==> config.mk <==
export PLATFORM = sky130hd
export DESIGN_NAME = lbe_top
export DESIGN_NICKNAME = d
export VERILOG_FILES = /design/src/design/lbe_pkg.sv /design/src/design/lbe_streak_if.sv /design/src/design/lbe_streak.sv /design/src/design/lbe_token_mon.sv /design/src/design/lbe_top.sv
export VERILOG_INCLUDE_DIRS = /design/src /design/src/design
export SDC_FILE = /design/constraint.sdc
export NUM_CORES = 1
export LEC_CHECK = 0
export ABC_CLOCK_PERIOD_IN_PS = 7880
export BUFFER_PORTS_ARGS = -buffer_cell sky130_fd_sc_hd__buf_2
export CORE_ASPECT_RATIO = 0.5
export CORE_MARGIN = 3
export CORE_UTILIZATION = 50
export DETAILED_ROUTE_END_ITERATION = 10
export PLACE_DENSITY_LB_ADDON = 0.3
export SYNTH_ARGS = -nofsm -noshare
export SYNTH_HDL_FRONTEND = slang
export SYNTH_SLANG_ARGS = --single-unit
==> constraint.sdc <==
create_clock -name clk -period 7.88 [get_ports clk]
set_clock_uncertainty 0.05 [all_clocks]
set_input_delay 1.182 -clock clk [delete_from_list [all_inputs] [get_ports clk]]
set_output_delay 1.182 -clock clk [all_outputs]
set_load 0.005 [all_outputs]
==> src/design/lbe_regs.svh <==
// Register offsets, bit positions, reset values and timing counts
// of the board error status block.
// Assumes inclusion by bare name from the detector, the token monitor, the top module and the bench.
`ifndef LBE_REGS_SVH
`define LBE_REGS_SVH

// Register offsets on the plain register port
`define LBE_ADDR_W          8
`define LBE_DATA_W          16
`define LBE_OFS_ERR_WORD    8'h00
`define LBE_OFS_SUMMARY     8'h04
`define LBE_OFS_CTRL        8'h08
`define LBE_OFS_MON_TIME    8'h0C
`define LBE_OFS_INT_STAT    8'h10
`define LBE_OFS_INT_MASK    8'h14

// Error word bit positions
`define LBE_BIT_WATCHDOG    0
`define LBE_BIT_BUS         1
`define LBE_BIT_CYCLIC      2
`define LBE_BIT_DATA        3
`define LBE_BIT_HOST        4
`define LBE_BIT_LOAD        8
`define LBE_BIT_OPCYC       9
`define LBE_FATAL_LSB       0
`define LBE_FATAL_MSB       3
`define LBE_NONFATAL_LSB    4
`define LBE_NONFATAL_MSB    15

// Summary and control bit positions
`define LBE_SUM_FATAL       0
`define LBE_SUM_NONFATAL    1
`define LBE_CTRL_CLEAR      0

// Reset values
`define LBE_MON_TIME_RST    16'h0064
`define LBE_INT_MASK_RST    16'h0000

// Thresholds
`define LBE_LOAD_LIMIT_PCT  8'h50
`define LBE_HOST_LIMIT_PCT  8'h1E
`define LBE_PCT_FULL        8'h64
`define LBE_STREAK_LEN      2'h3

// Timing: monitor tick period in microseconds at the clock rate
`define LBE_CLK_MHZ         100
`define LBE_TICK_US         1000
`define LBE_TICK_CYCLES     (`LBE_TICK_US * `LBE_CLK_MHZ)

`endif

==> src/design/lbe_pkg.sv <==
// Types shared by the board error status block.
// Assumes lbe_regs.svh on the include path.
`default_nettype none

package lbe_pkg;

  // Token monitor states
  typedef enum logic {
    LBE_TOK_IDLE,
    LBE_TOK_WAIT
  } lbe_tok_state_t;

endpackage : lbe_pkg

`default_nettype wire

==> src/design/lbe_streak_if.sv <==
// Carrier between the top module and a consecutive-cycle detector.
// Assumes one source and one detector per instance.
`default_nettype none

interface lbe_streak_if;
  logic cycle_end;
  logic over;
  logic hit;
  modport src (output cycle_end, output over, input hit);
  modport det (input cycle_end, input over, output hit);
endinterface : lbe_streak_if

`default_nettype wire

==> src/design/lbe_streak.sv <==
// Detector for a condition that holds over consecutive operation cycles.
// Assumes cycle_end is a one-cycle pulse, over sampled with it.
`default_nettype none
`include "lbe_regs.svh"

module lbe_streak
  import lbe_pkg::*;
(
  input  wire logic  clk,
  input  wire logic  rst_n,
  lbe_streak_if.det  mon
);

  logic [1:0] run_cnt;

  // ------------------------------------------------------------
  // Run length of the condition, saturating at the limit
  // ------------------------------------------------------------
  always_ff @(posedge clk) begin
    if (!rst_n) begin
      run_cnt <= 2'h0;
    end else if (mon.cycle_end) begin
      if (!mon.over) begin
        run_cnt <= 2'h0;
      end else if (run_cnt != `LBE_STREAK_LEN) begin
        run_cnt <= run_cnt + 2'h1;
      end
    end
  end

  // ------------------------------------------------------------
  // Hit pulse one clock after the cycle_end that completes the run
  // ------------------------------------------------------------
  always_ff @(posedge clk) begin
    if (!rst_n) begin
      mon.hit <= 1'b0;
    end else begin
      mon.hit <= mon.cycle_end && mon.over && (run_cnt == `LBE_STREAK_LEN - 2'h1);
    end
  end

endmodule : lbe_streak

`default_nettype wire

==> src/design/lbe_token_mon.sv <==
// Watch for the return of the cyclic area access token.
// Assumes tick is a one-cycle pulse per monitor time unit.
`default_nettype none
`include "lbe_regs.svh"

module lbe_token_mon
  import lbe_pkg::*;
(
  input  wire logic        clk,
  input  wire logic        rst_n,
  input  wire logic        tick,
  input  wire logic        token_given,
  input  wire logic        token_returned,
  input  wire logic [15:0] limit,
  output logic             timeout
);

  lbe_tok_state_t state;
  logic [15:0]    elapsed;

  // ------------------------------------------------------------
  // Wait state and elapsed time; a zero limit blocks a new watch and times out a running one at the next tick
  // ------------------------------------------------------------
  always_ff @(posedge clk) begin
    if (!rst_n) begin
      state   <= LBE_TOK_IDLE;
      elapsed <= 16'h0000;
      timeout <= 1'b0;
    end else begin
      timeout <= 1'b0;
      case (state)
        LBE_TOK_IDLE: begin
          elapsed <= 16'h0000;
          if (token_given && !token_returned && limit != 16'h0000) begin
            state <= LBE_TOK_WAIT;
          end
        end
        LBE_TOK_WAIT: begin
          if (token_returned) begin
            state <= LBE_TOK_IDLE;
          end else if (tick) begin
            if (elapsed + 16'h0001 >= limit) begin
              timeout <= 1'b1;
              state   <= LBE_TOK_IDLE;
            end else begin
              elapsed <= elapsed + 16'h0001;
            end
          end
        end
        default: begin
          state <= LBE_TOK_IDLE;
        end
      endcase
    end
  end

endmodule : lbe_token_mon

`default_nettype wire

==> src/design/lbe_top.sv <==
// Error detail status word of a loop control board, read by the host CPU.
// Assumes all inputs synchronous to clk; condition inputs come from the
// board's own watchdog, bus interface, scheduler and start-up checker.
//
// Local design decisions: the address-and-strobe port and the placing of the registers.
`default_nettype none
`include "lbe_regs.svh"

// Function
// - Bit 00 is one while the watchdog reports the loop controller faulty.
// - Bit 01 is set on a transfer error of the host bus.
// - Bit 02 is set when the token is not back within monitor time.
// - Bit 03 is set when the cold start flash parameter check fails.
// - In duplex mode, bit 03 is also set on all-block RAM database corruption.
// - Bit 04 is set while the host CPU type does not support the board.
// - Bit 08 is set when load exceeds 80 percent three cycles running.
// - Duplex: bit 09 set when host cycle exceeds 30 percent three cycles.
// - A fatal board error sets the summary fatal flag; the host stops.
// - Fatal causes sit in bits 00 to 03, non-fatal in 04 to 15.
// - Summary non-fatal flag clears with the error; loop control stops meanwhile.
module lbe_top
  import lbe_pkg::*;
#(
  parameter int TICK_CYCLES = `LBE_TICK_CYCLES
)
(
  input  wire logic                   clk,
  input  wire logic                   rst_n,
  // Register port
  input  wire logic [`LBE_ADDR_W-1:0] reg_addr,
  input  wire logic [`LBE_DATA_W-1:0] reg_wdata,
  input  wire logic                   reg_wr,
  input  wire logic                   reg_rd,
  output logic      [`LBE_DATA_W-1:0] reg_rdata,
  // Board conditions
  input  wire logic                   watchdog_fault,
  input  wire logic                   bus_xfer_err,
  input  wire logic                   token_given,
  input  wire logic                   token_returned,
  input  wire logic                   cold_start,
  input  wire logic                   flash_check_done,
  input  wire logic                   flash_check_bad,
  input  wire logic                   duplex_mode,
  input  wire logic                   ram_db_all_bad,
  input  wire logic                   host_unsupported,
  input  wire logic                   cycle_end,
  input  wire logic [7:0]             load_pct,
  input  wire logic [15:0]            host_cycle_time,
  input  wire logic [15:0]            min_op_cycle,
  // Status outputs
  output logic [`LBE_DATA_W-1:0]      board_error_detail_word,
  output logic                        fatal_flag,
  output logic                        nonfatal_flag,
  output logic                        host_stop,
  output logic                        loop_stop,
  output logic                        irq
);

  localparam logic [16:0] TICK_LAST = 17'(TICK_CYCLES - 1);

  logic [15:0]  mon_time;
  logic [15:0]  int_stat;
  logic [15:0]  int_mask;
  logic [15:0]  err_prev;
  logic [16:0]  tick_cnt;
  logic         tick;
  logic         token_timeout;
  logic         err_clear;
  logic [15:0]  next_err;
  logic [15:0]  err_rise;
  logic [23:0]  host_scaled;
  logic [23:0]  opcyc_scaled;
  logic         wr_stat;
  logic         wr_ctrl;
  logic         wr_mon_time;
  logic         wr_mask;
  logic [15:0]  err_cause;
  logic [15:0]  next_rdata;

  lbe_streak_if load_if ();
  lbe_streak_if opcyc_if ();

  // ------------------------------------------------------------
  // Register write decode
  // ------------------------------------------------------------
  assign wr_stat     = reg_wr && (reg_addr == `LBE_OFS_INT_STAT);
  assign wr_ctrl     = reg_wr && (reg_addr == `LBE_OFS_CTRL);
  assign wr_mon_time = reg_wr && (reg_addr == `LBE_OFS_MON_TIME);
  assign wr_mask     = reg_wr && (reg_addr == `LBE_OFS_INT_MASK);
  assign err_clear   = wr_ctrl && reg_wdata[`LBE_CTRL_CLEAR];

  always_ff @(posedge clk) begin
    if (!rst_n) begin
      mon_time <= `LBE_MON_TIME_RST;
    end else if (wr_mon_time) begin
      mon_time <= reg_wdata;
    end
  end

  always_ff @(posedge clk) begin
    if (!rst_n) begin
      int_mask <= `LBE_INT_MASK_RST;
    end else if (wr_mask) begin
      int_mask <= reg_wdata;
    end
  end

  // ------------------------------------------------------------
  // Monitor time base
  // ------------------------------------------------------------
  always_ff @(posedge clk) begin
    if (!rst_n) begin
      tick_cnt <= 17'h00000;
    end else if (tick_cnt >= TICK_LAST) begin
      tick_cnt <= 17'h00000;
    end else begin
      tick_cnt <= tick_cnt + 17'h00001;
    end
  end

  always_ff @(posedge clk) begin
    if (!rst_n) begin
      tick <= 1'b0;
    end else begin
      tick <= (tick_cnt >= TICK_LAST);
    end
  end

  // ------------------------------------------------------------
  // Token return watch
  // ------------------------------------------------------------
  lbe_token_mon u_token_mon (
    .clk            (clk),
    .rst_n          (rst_n),
    .tick           (tick),
    .token_given    (token_given),
    .token_returned (token_returned),
    .limit          (mon_time),
    .timeout        (token_timeout)
  );

  // ------------------------------------------------------------
  // Three-cycle load and operation cycle detectors
  // ------------------------------------------------------------
  assign host_scaled  = 24'(host_cycle_time) * 24'(`LBE_PCT_FULL);
  assign opcyc_scaled = 24'(min_op_cycle) * 24'(`LBE_HOST_LIMIT_PCT);

  assign load_if.cycle_end  = cycle_end;
  assign load_if.over       = load_pct > `LBE_LOAD_LIMIT_PCT;
  assign opcyc_if.cycle_end = cycle_end && duplex_mode;
  assign opcyc_if.over      = duplex_mode && (host_scaled > opcyc_scaled);

  lbe_streak u_load_streak (
    .clk   (clk),
    .rst_n (rst_n),
    .mon   (load_if)
  );

  lbe_streak u_opcyc_streak (
    .clk   (clk),
    .rst_n (rst_n),
    .mon   (opcyc_if)
  );

  // ------------------------------------------------------------
  // Causes raised this cycle
  // ------------------------------------------------------------
  always_comb begin
    err_cause = 16'h0000;
    if (bus_xfer_err) begin
      err_cause[`LBE_BIT_BUS] = 1'b1;
    end
    if (token_timeout) begin
      err_cause[`LBE_BIT_CYCLIC] = 1'b1;
    end
    if (cold_start && flash_check_done && flash_check_bad) begin
      err_cause[`LBE_BIT_DATA] = 1'b1;
    end
    if (duplex_mode && ram_db_all_bad) begin
      err_cause[`LBE_BIT_DATA] = 1'b1;
    end
    if (load_if.hit) begin
      err_cause[`LBE_BIT_LOAD] = 1'b1;
    end
    if (opcyc_if.hit) begin
      err_cause[`LBE_BIT_OPCYC] = 1'b1;
    end
  end

  // ------------------------------------------------------------
  // Next error word; a new cause wins over a clear
  // ------------------------------------------------------------
  always_comb begin
    next_err = board_error_detail_word;
    if (err_clear) begin
      next_err = 16'h0000;
    end
    next_err = next_err | err_cause;
    next_err[`LBE_BIT_WATCHDOG] = watchdog_fault;
    next_err[`LBE_BIT_HOST]     = host_unsupported;
    next_err[7:5]   = 3'h0;
    next_err[15:10] = 6'h00;
  end

  // ------------------------------------------------------------
  // Error word and summary flags
  // ------------------------------------------------------------
  always_ff @(posedge clk) begin
    if (!rst_n) begin
      board_error_detail_word <= 16'h0000;
    end else begin
      board_error_detail_word <= next_err;
    end
  end

  always_ff @(posedge clk) begin
    if (!rst_n) begin
      fatal_flag <= 1'b0;
    end else begin
      fatal_flag <= |next_err[`LBE_FATAL_MSB:`LBE_FATAL_LSB];
    end
  end

  always_ff @(posedge clk) begin
    if (!rst_n) begin
      nonfatal_flag <= 1'b0;
    end else begin
      nonfatal_flag <= |next_err[`LBE_NONFATAL_MSB:`LBE_NONFATAL_LSB];
    end
  end

  always_ff @(posedge clk) begin
    if (!rst_n) begin
      host_stop <= 1'b0;
    end else begin
      host_stop <= |next_err[`LBE_FATAL_MSB:`LBE_FATAL_LSB];
    end
  end

  always_ff @(posedge clk) begin
    if (!rst_n) begin
      loop_stop <= 1'b0;
    end else begin
      loop_stop <= |next_err;
    end
  end

  // ------------------------------------------------------------
  // Interrupt status on each newly raised error bit
  // ------------------------------------------------------------
  assign err_rise = next_err & ~err_prev;

  always_ff @(posedge clk) begin
    if (!rst_n) begin
      err_prev <= 16'h0000;
    end else begin
      err_prev <= next_err;
    end
  end

  always_ff @(posedge clk) begin
    if (!rst_n) begin
      int_stat <= 16'h0000;
    end else if (wr_stat) begin
      int_stat <= (int_stat & ~reg_wdata) | err_rise;
    end else begin
      int_stat <= int_stat | err_rise;
    end
  end

  always_ff @(posedge clk) begin
    if (!rst_n) begin
      irq <= 1'b0;
    end else begin
      irq <= |(int_stat & int_mask);
    end
  end

  // ------------------------------------------------------------
  // Read data, valid only in the cycle after the read strobe
  // ------------------------------------------------------------
  always_comb begin
    next_rdata = 16'h0000;
    if (reg_rd) begin
      case (reg_addr)
        `LBE_OFS_ERR_WORD: begin
          next_rdata = board_error_detail_word;
        end
        `LBE_OFS_SUMMARY: begin
          next_rdata = {14'h0000, nonfatal_flag, fatal_flag};
        end
        `LBE_OFS_MON_TIME: begin
          next_rdata = mon_time;
        end
        `LBE_OFS_INT_STAT: begin
          next_rdata = int_stat;
        end
        `LBE_OFS_INT_MASK: begin
          next_rdata = int_mask;
        end
        default: begin
          next_rdata = 16'h0000;
        end
      endcase
    end
  end

  always_ff @(posedge clk) begin
    if (!rst_n) begin
      reg_rdata <= 16'h0000;
    end else begin
      reg_rdata <= next_rdata;
    end
  end

endmodule : lbe_top

`default_nettype wire

# == Word-level counts from Yosys, hierarchy flattened ==
# Index checks and enable logic that the tools add are counted.
# classes
addsub,4
multipliers,2
magnitude_cmp,4
eq_ne,14
muxes,23
bitwise_logic,11
reduce_logical,29
# ops
operator,n
$pmux 16 s5,1
$mux 16,4
$and 16x16->16,2
$or 16x16->16,2
$pmux 16 s2,1
$gt 23x21->1,1
$mul 16x5->21 const B,1
$mul 16x4->20 const B,1
$add 17x1->17 const B,1
$ge 17x17->1 const B,1
$add 16x1->16 const B,1
$and 10x16->16,1
$eq 8x4->1 const B,2
$eq 8x5->1 const B,2
$ge 16x16->1,1
$logic_and 1x1->1,16
$not 10->16,1
$not 16->16,1
$reduce_bool 16->1,1
$reduce_or 16->1,1
$ne 2x2->1 const B,7
$mux 1,11
$mux 10,1
$or 10x10->10,1
other kinds (15),25
# totals
ff_bits,117
inputBits,79
output_inout_bits,37
elab_cells,105

# == Longest topological paths before layout ==
# logic_depth
word_depth,8
mapped_depth,22
ltp_nobuf,22

# == By module ==
# Synthesis repeated with hierarchy kept, for this count alone.
# hier_totals
hier_cells,1085
hier_area_um2,9201.3
# modules_own_cells
mod,n_inst,cells_each,area_per_inst_um2,seq_area_each_um2
lbe_top,1,862,7313.3,1861.8
lbe_token_mon,1,193,1580.3,360.3
lbe_streak,2,15,153.9,60.1

# == Worst setup path after synthesis ==
# OpenSTA, ideal clock, no wires.
# synth_timing
path_kind,input -> register
startpoint,input port min_op_cycle[6]
endpoint,register u_opcyc_streak.run_cnt[0]
setup_time_ps,116
t_arrival_ps,5590
required_ps,7714
slack_ps,2125
stages,19
n_path_buf,0
path_cell_list,inv_1 fa_1 fa_1 inv_1 ha_1 a211o_1 o31ai_1 a211oi_1 o31ai_2 nor3_1 a311oi_1 ha_1 nand4_1 or4_1 and2_0 a22oi_1 nor2b_1 o211ai_1 and3_1
# synth_between
elab_chain_len,5
elab_cells_between_ends,6
classes_between,mul (1); order compare (1); eq/ne (1); mux (1); reduce/logical (2)
# synth_rtl
item,line,rtl
from (decl),lbe_top.sv:49,"input wire logic [15:0] min_op_cycle,"
$mul 16x4->20 (*),lbe_top.sv:146,assign opcyc_scaled = 24'(min_op_cycle) * 24'(`LBE_HOST_LIMIT_PCT);
$gt 23x21->1 (*),lbe_top.sv:151,assign opcyc_if.over = duplex_mode && (host_scaled > opcyc_scaled);
$logic_and 1x1->1 (*),lbe_top.sv:151,
$ne 2x2->1 (no line),n/a,
$reduce_and 2->1 (no line),n/a,
to (signal assigned),lbe_streak.sv:26,run_cnt <= run_cnt + 2'h1;
to (decl),lbe_streak.sv:14,logic [1:0] run_cnt;
# Every way passes the cells marked *; elsewhere a longest branch is shown, timed or not.
# A chain may end at the register's enable or synchronous reset.

# == Final worst setup path ==
# layout_timing
startpoint,input port min_op_cycle[3]
endpoint,register u_opcyc_streak.run_cnt[0]
# The elaborated chain is that of the path after synthesis.

==> out/qor.yml <==
fin_nets: 1407
clockBufferDepth: 2
yosysSeqAreaShare_pct: 25.8
min_from: "int_stat[11]$_SDFFE_PN0P_"
path_max_fanout: 4
gp_congestion: 0.888
path_cells: "buf_2, inv_1, fa_1, fa_1, inv_1, ha_1, nor2b_1, o21a_1, o21ai_1, a21oi_1, o311ai_1, nand2b_1, xnor2_1, ha_1, and4_1, nand4_1, or4_1, and2_0, a22oi_1, nor2b_1, o211ai_1, and3_1"
clk_pin_slew_ns: 0.05
cp_top_family: "simple AND/OR/NAND/NOR gates"
status: "complete, no violations"
setup_violations: 0
cts_tree: "yes"
slowest_delay_ns: 0.52
dp_hpwl_um: 16000
synth_edf_count: 0
cts.sinks: 117
dieArea_mm2: 0.0199
synth_cell_types: 74
slew_violations: 0
regArea_mm2: 0.00234
hold_viol_final: 0
setup.worst_path.start_class: "input port"
critPathRequiredTime_ns: 8.13
yosys_register_bits: 117
crit_start: "min_op_cycle[3]"
p_per_area_mw_per_mm2: 208
post-route-period-util_pct: 73.6
ys_async_sr_fraction_pct: 0
grt_pass1_vias: 7607
tightest_slew_ns: 1.10
slew_headroom_pct: 26.4
antenna-diode-count: 0
antenna_found_initial: 0
rr_startpoint: "u_token_mon.elapsed[0]$_SDFFE_PN0P_"
drtIter0Drc: 563
drive_gt1_share_pct: 13.6
mappedNetlistArea_mm2: 0.00908
num_vias: 7788
rows: 34
end_kind: "flop"
avgViaCountPerCell: 5.49
synth_area_per_cell_um2: 8.42
core-area_mm2: 0.0176
stdcell_count: 1419
worstSetupPathType: "input port to flop"
period_needed_ns: 5.80
leakage_nw: 4.84
port_buffers: 106
cts.hold.buffers_added: 0
fillers: 1588
dr.pass1.iters: 9
area_growth_pct: 13.2
cts_root_buf: "clkbuf_16"
synthCells: 1079
grtUsageTotal_pct: 21.4
hold_class: "flop to flop"
start_util_pct: 51.7
yosysWarningCount: 0
wire_per_inst_um: 14.8
drc_errors: 0
ioPinCount: 116
yosys.area.top_type: "dfxtp_1"
maxCapViolations: 0
grt_overflow_total: 0
tns_ns: 0
crit_arrival_ns: 6.05
cts-resized-gates: 0
ant_nets: 0
ctsHtreeMaxLevel: 4
routed_wl_um: 21000
fmax_ghz: 0.172
multi_input_area_mm2: 0.00609
clk_latency_ns: 0.41
die_h_um: 101
crit_slowest_cell: "fa_1"
ys_top_cells_by_area: "dfxtp_1, ha_1, fa_1"
synth_top_area_share_pct: 25.8
synthFlopType: "dfxtp_1"
placedCellCount: 1388
postCtsSetupBuffers: 0
vdd_ir_drop_max_v: 0.000145
grt_setup_unrepaired: "no"
crit_buf_inv: 3
cts_buffers: 17
grt_pass1_wl_um: 35300
dieWidth_um: 197
grt_max_degree: 34
[layout by cell type, fill, tap and decap left out, drive strengths merged, types with 5 or more instances in the layout]
cell type  netlist  routed
a41o             8       8
a221oi           6       6
dfxtp          117     117
o21ai           26      26
conb             1       9
nand2b          14      14
fa              40      40
nand3           40      40
a21o            24      24
o311ai           7       7
o41ai            5       5
a22oi           11      11
nor2b           14      14
a211o            6       6
nor3            16      16
nor4             9       9
clkbuf          26      22
nor2            68      68
inv            121     121
and3            17      17
and2            12      12
ha             115     115
nand2          123     123
a222oi           6       6
o21a             6       6
a211oi          11      11
buf             16     110
a21oi           95      95
nand4           10      10
xor2            33      33
xnor2           22      22
a31oi            9       9
[registers in the layout (all words and copies together), names as in the netlist]
register                cells
nonfatal_flag               1
reg_rdata                  16
u_token_mon.timeout         1
host_stop                   1
u_token_mon.elapsed        16
u_load_streak.run_cnt       2
mon_time                   16
u_load_streak.mon.hit       1
tick                        1
irq                         1
tick_cnt                   17
loop_stop                   1
int_stat                   16
u_opcyc_streak.mon.hit      1
u_token_mon.state           1
err_prev                    7
u_opcyc_streak.run_cnt      2
int_mask                   16
[final timing paths]
kind | end | slack (ns) | cells past startpoint
max reg2reg | u_token_mon.elapsed[8]$_SDFFE_PN0P_ | 3.85 | 13
max | u_opcyc_streak.run_cnt[0]$_SDFFE_PN0P_ | 2.08 | 22
min reg2reg | int_stat[11]$_SDFFE_PN0P_ | 0.40 | 2
min | int_stat[11]$_SDFFE_PN0P_ | 0.40 | 2
[cell type report]
| type | count | share of cell area (%) |
|---|---|---|
| multi-input combinational | 806 | 59.2 |
| clock buffer | 22 | 4.51 |
| clock inverter | 9 | 0.779 |
| sequential | 117 | 22.8 |
| inverter | 121 | 4.42 |
| timing repair buffer | 110 | 5.45 |
| tap | 234 | 2.85 |
[layer usage]
layer,track usage [%],share of wire (%),vias up
met5,0,0,-
met4,5.36,1.3,0
met3,3.89,4.6,23
met2,39.2,50,168
met1,26.4,44,3671
li1,-,-,3926
[cells in the mapped netlist, types with 3 or more instances]
| master | n |
|---|---|
| nand2b_1 | 14 |
| o41ai_1 | 5 |
| a22oi_1 | 11 |
| nor2b_1 | 14 |
| clkbuf_1 | 25 |
| a211oi_1 | 10 |
| buf_4 | 10 |
| inv_1 | 121 |
| a221oi_1 | 6 |
| mux2i_1 | 3 |
| nor2_1 | 68 |
| a41o_1 | 7 |
| or4_1 | 3 |
| nor4_1 | 9 |
| a41oi_1 | 3 |
| o211ai_1 | 3 |
| and2_1 | 8 |
| a222oi_1 | 6 |
| buf_2 | 3 |
| dfxtp_1 | 117 |
| xnor2_1 | 22 |
| o21a_1 | 6 |
| a31oi_1 | 9 |
| xor2_1 | 33 |
| fa_1 | 40 |
| and3_1 | 12 |
| o21ai_0 | 24 |
| nand4_1 | 10 |
| a211o_1 | 6 |
| and3_4 | 3 |
| or3_1 | 3 |
| o311ai_0 | 5 |
| nand2_1 | 123 |
| nor3b_1 | 4 |
| and2_0 | 3 |
| nand3_1 | 39 |
| a21o_1 | 22 |
| ha_1 | 115 |
| nor3_1 | 16 |
| a21oi_1 | 94 |
| a22o_1 | 3 |
| or2_2 | 3 |
[cell families (layout without fill, tap and decap cells)]
logic type                 Yosys count  in the layout  share of synthesized area (%)
buffers and inverters              164            262                           7.57
adders and majority gates          155            155                           24.7
other                                1              9                         0.0413
xor gates and xnor gates            55             55                           5.30
and+or+nand+nor                    340            340                           18.0
muxes                                3              3                          0.331
AOI/OAI and AO/OA                  244            244                           18.3
DFF                                117            117                           25.8
[per-stage QoR]
stage | util, % | total power, mW | worst slack [ns] | area [um2] | hold WS, ns
floorplan | - | 1.26 | 2.12 | 9110 | 0.375
global placement | 55.4 | 1.41 | 1.78 | 9740 | 0.387
detailed placement | 55.4 | 1.44 | 1.61 | 9740 | 0.392
CTS | 58.5 | 2.16 | 2.05 | 10300 | 0.401
global route | 58.5 | 2.31 | 1.62 | 10300 | 0.420
finish | 58.5 | 2.14 | 2.08 | 10300 | 0.404
[worst register-to-register path: cells and delay by family, from the launching register on]
| family | cells | cell delay, ns |
|---|---|---|
| and+or+nand+nor | 6 | 1.46 |
| AOI/OAI and AO/OA | 4 | 1.29 |
| adders and majority gates | 2 | 0.51 |
| DFF | 1 | 0.40 |
| xor gates and xnor gates | 1 | 0.21 |
[report_power, final]
part / switching [mW] / leakage [nW] / total, mW / internal [mW]
clock network: 0.266 / 0.258 / 0.711 / 0.445
logic: 0.451 / 3.64 / 0.826 / 0.374
registers: 0.00674 / 0.947 / 0.607 / 0.600
total: 0.724 / 4.84 / 2.14 / 1.42
Power figures use the tool's default switching activity.
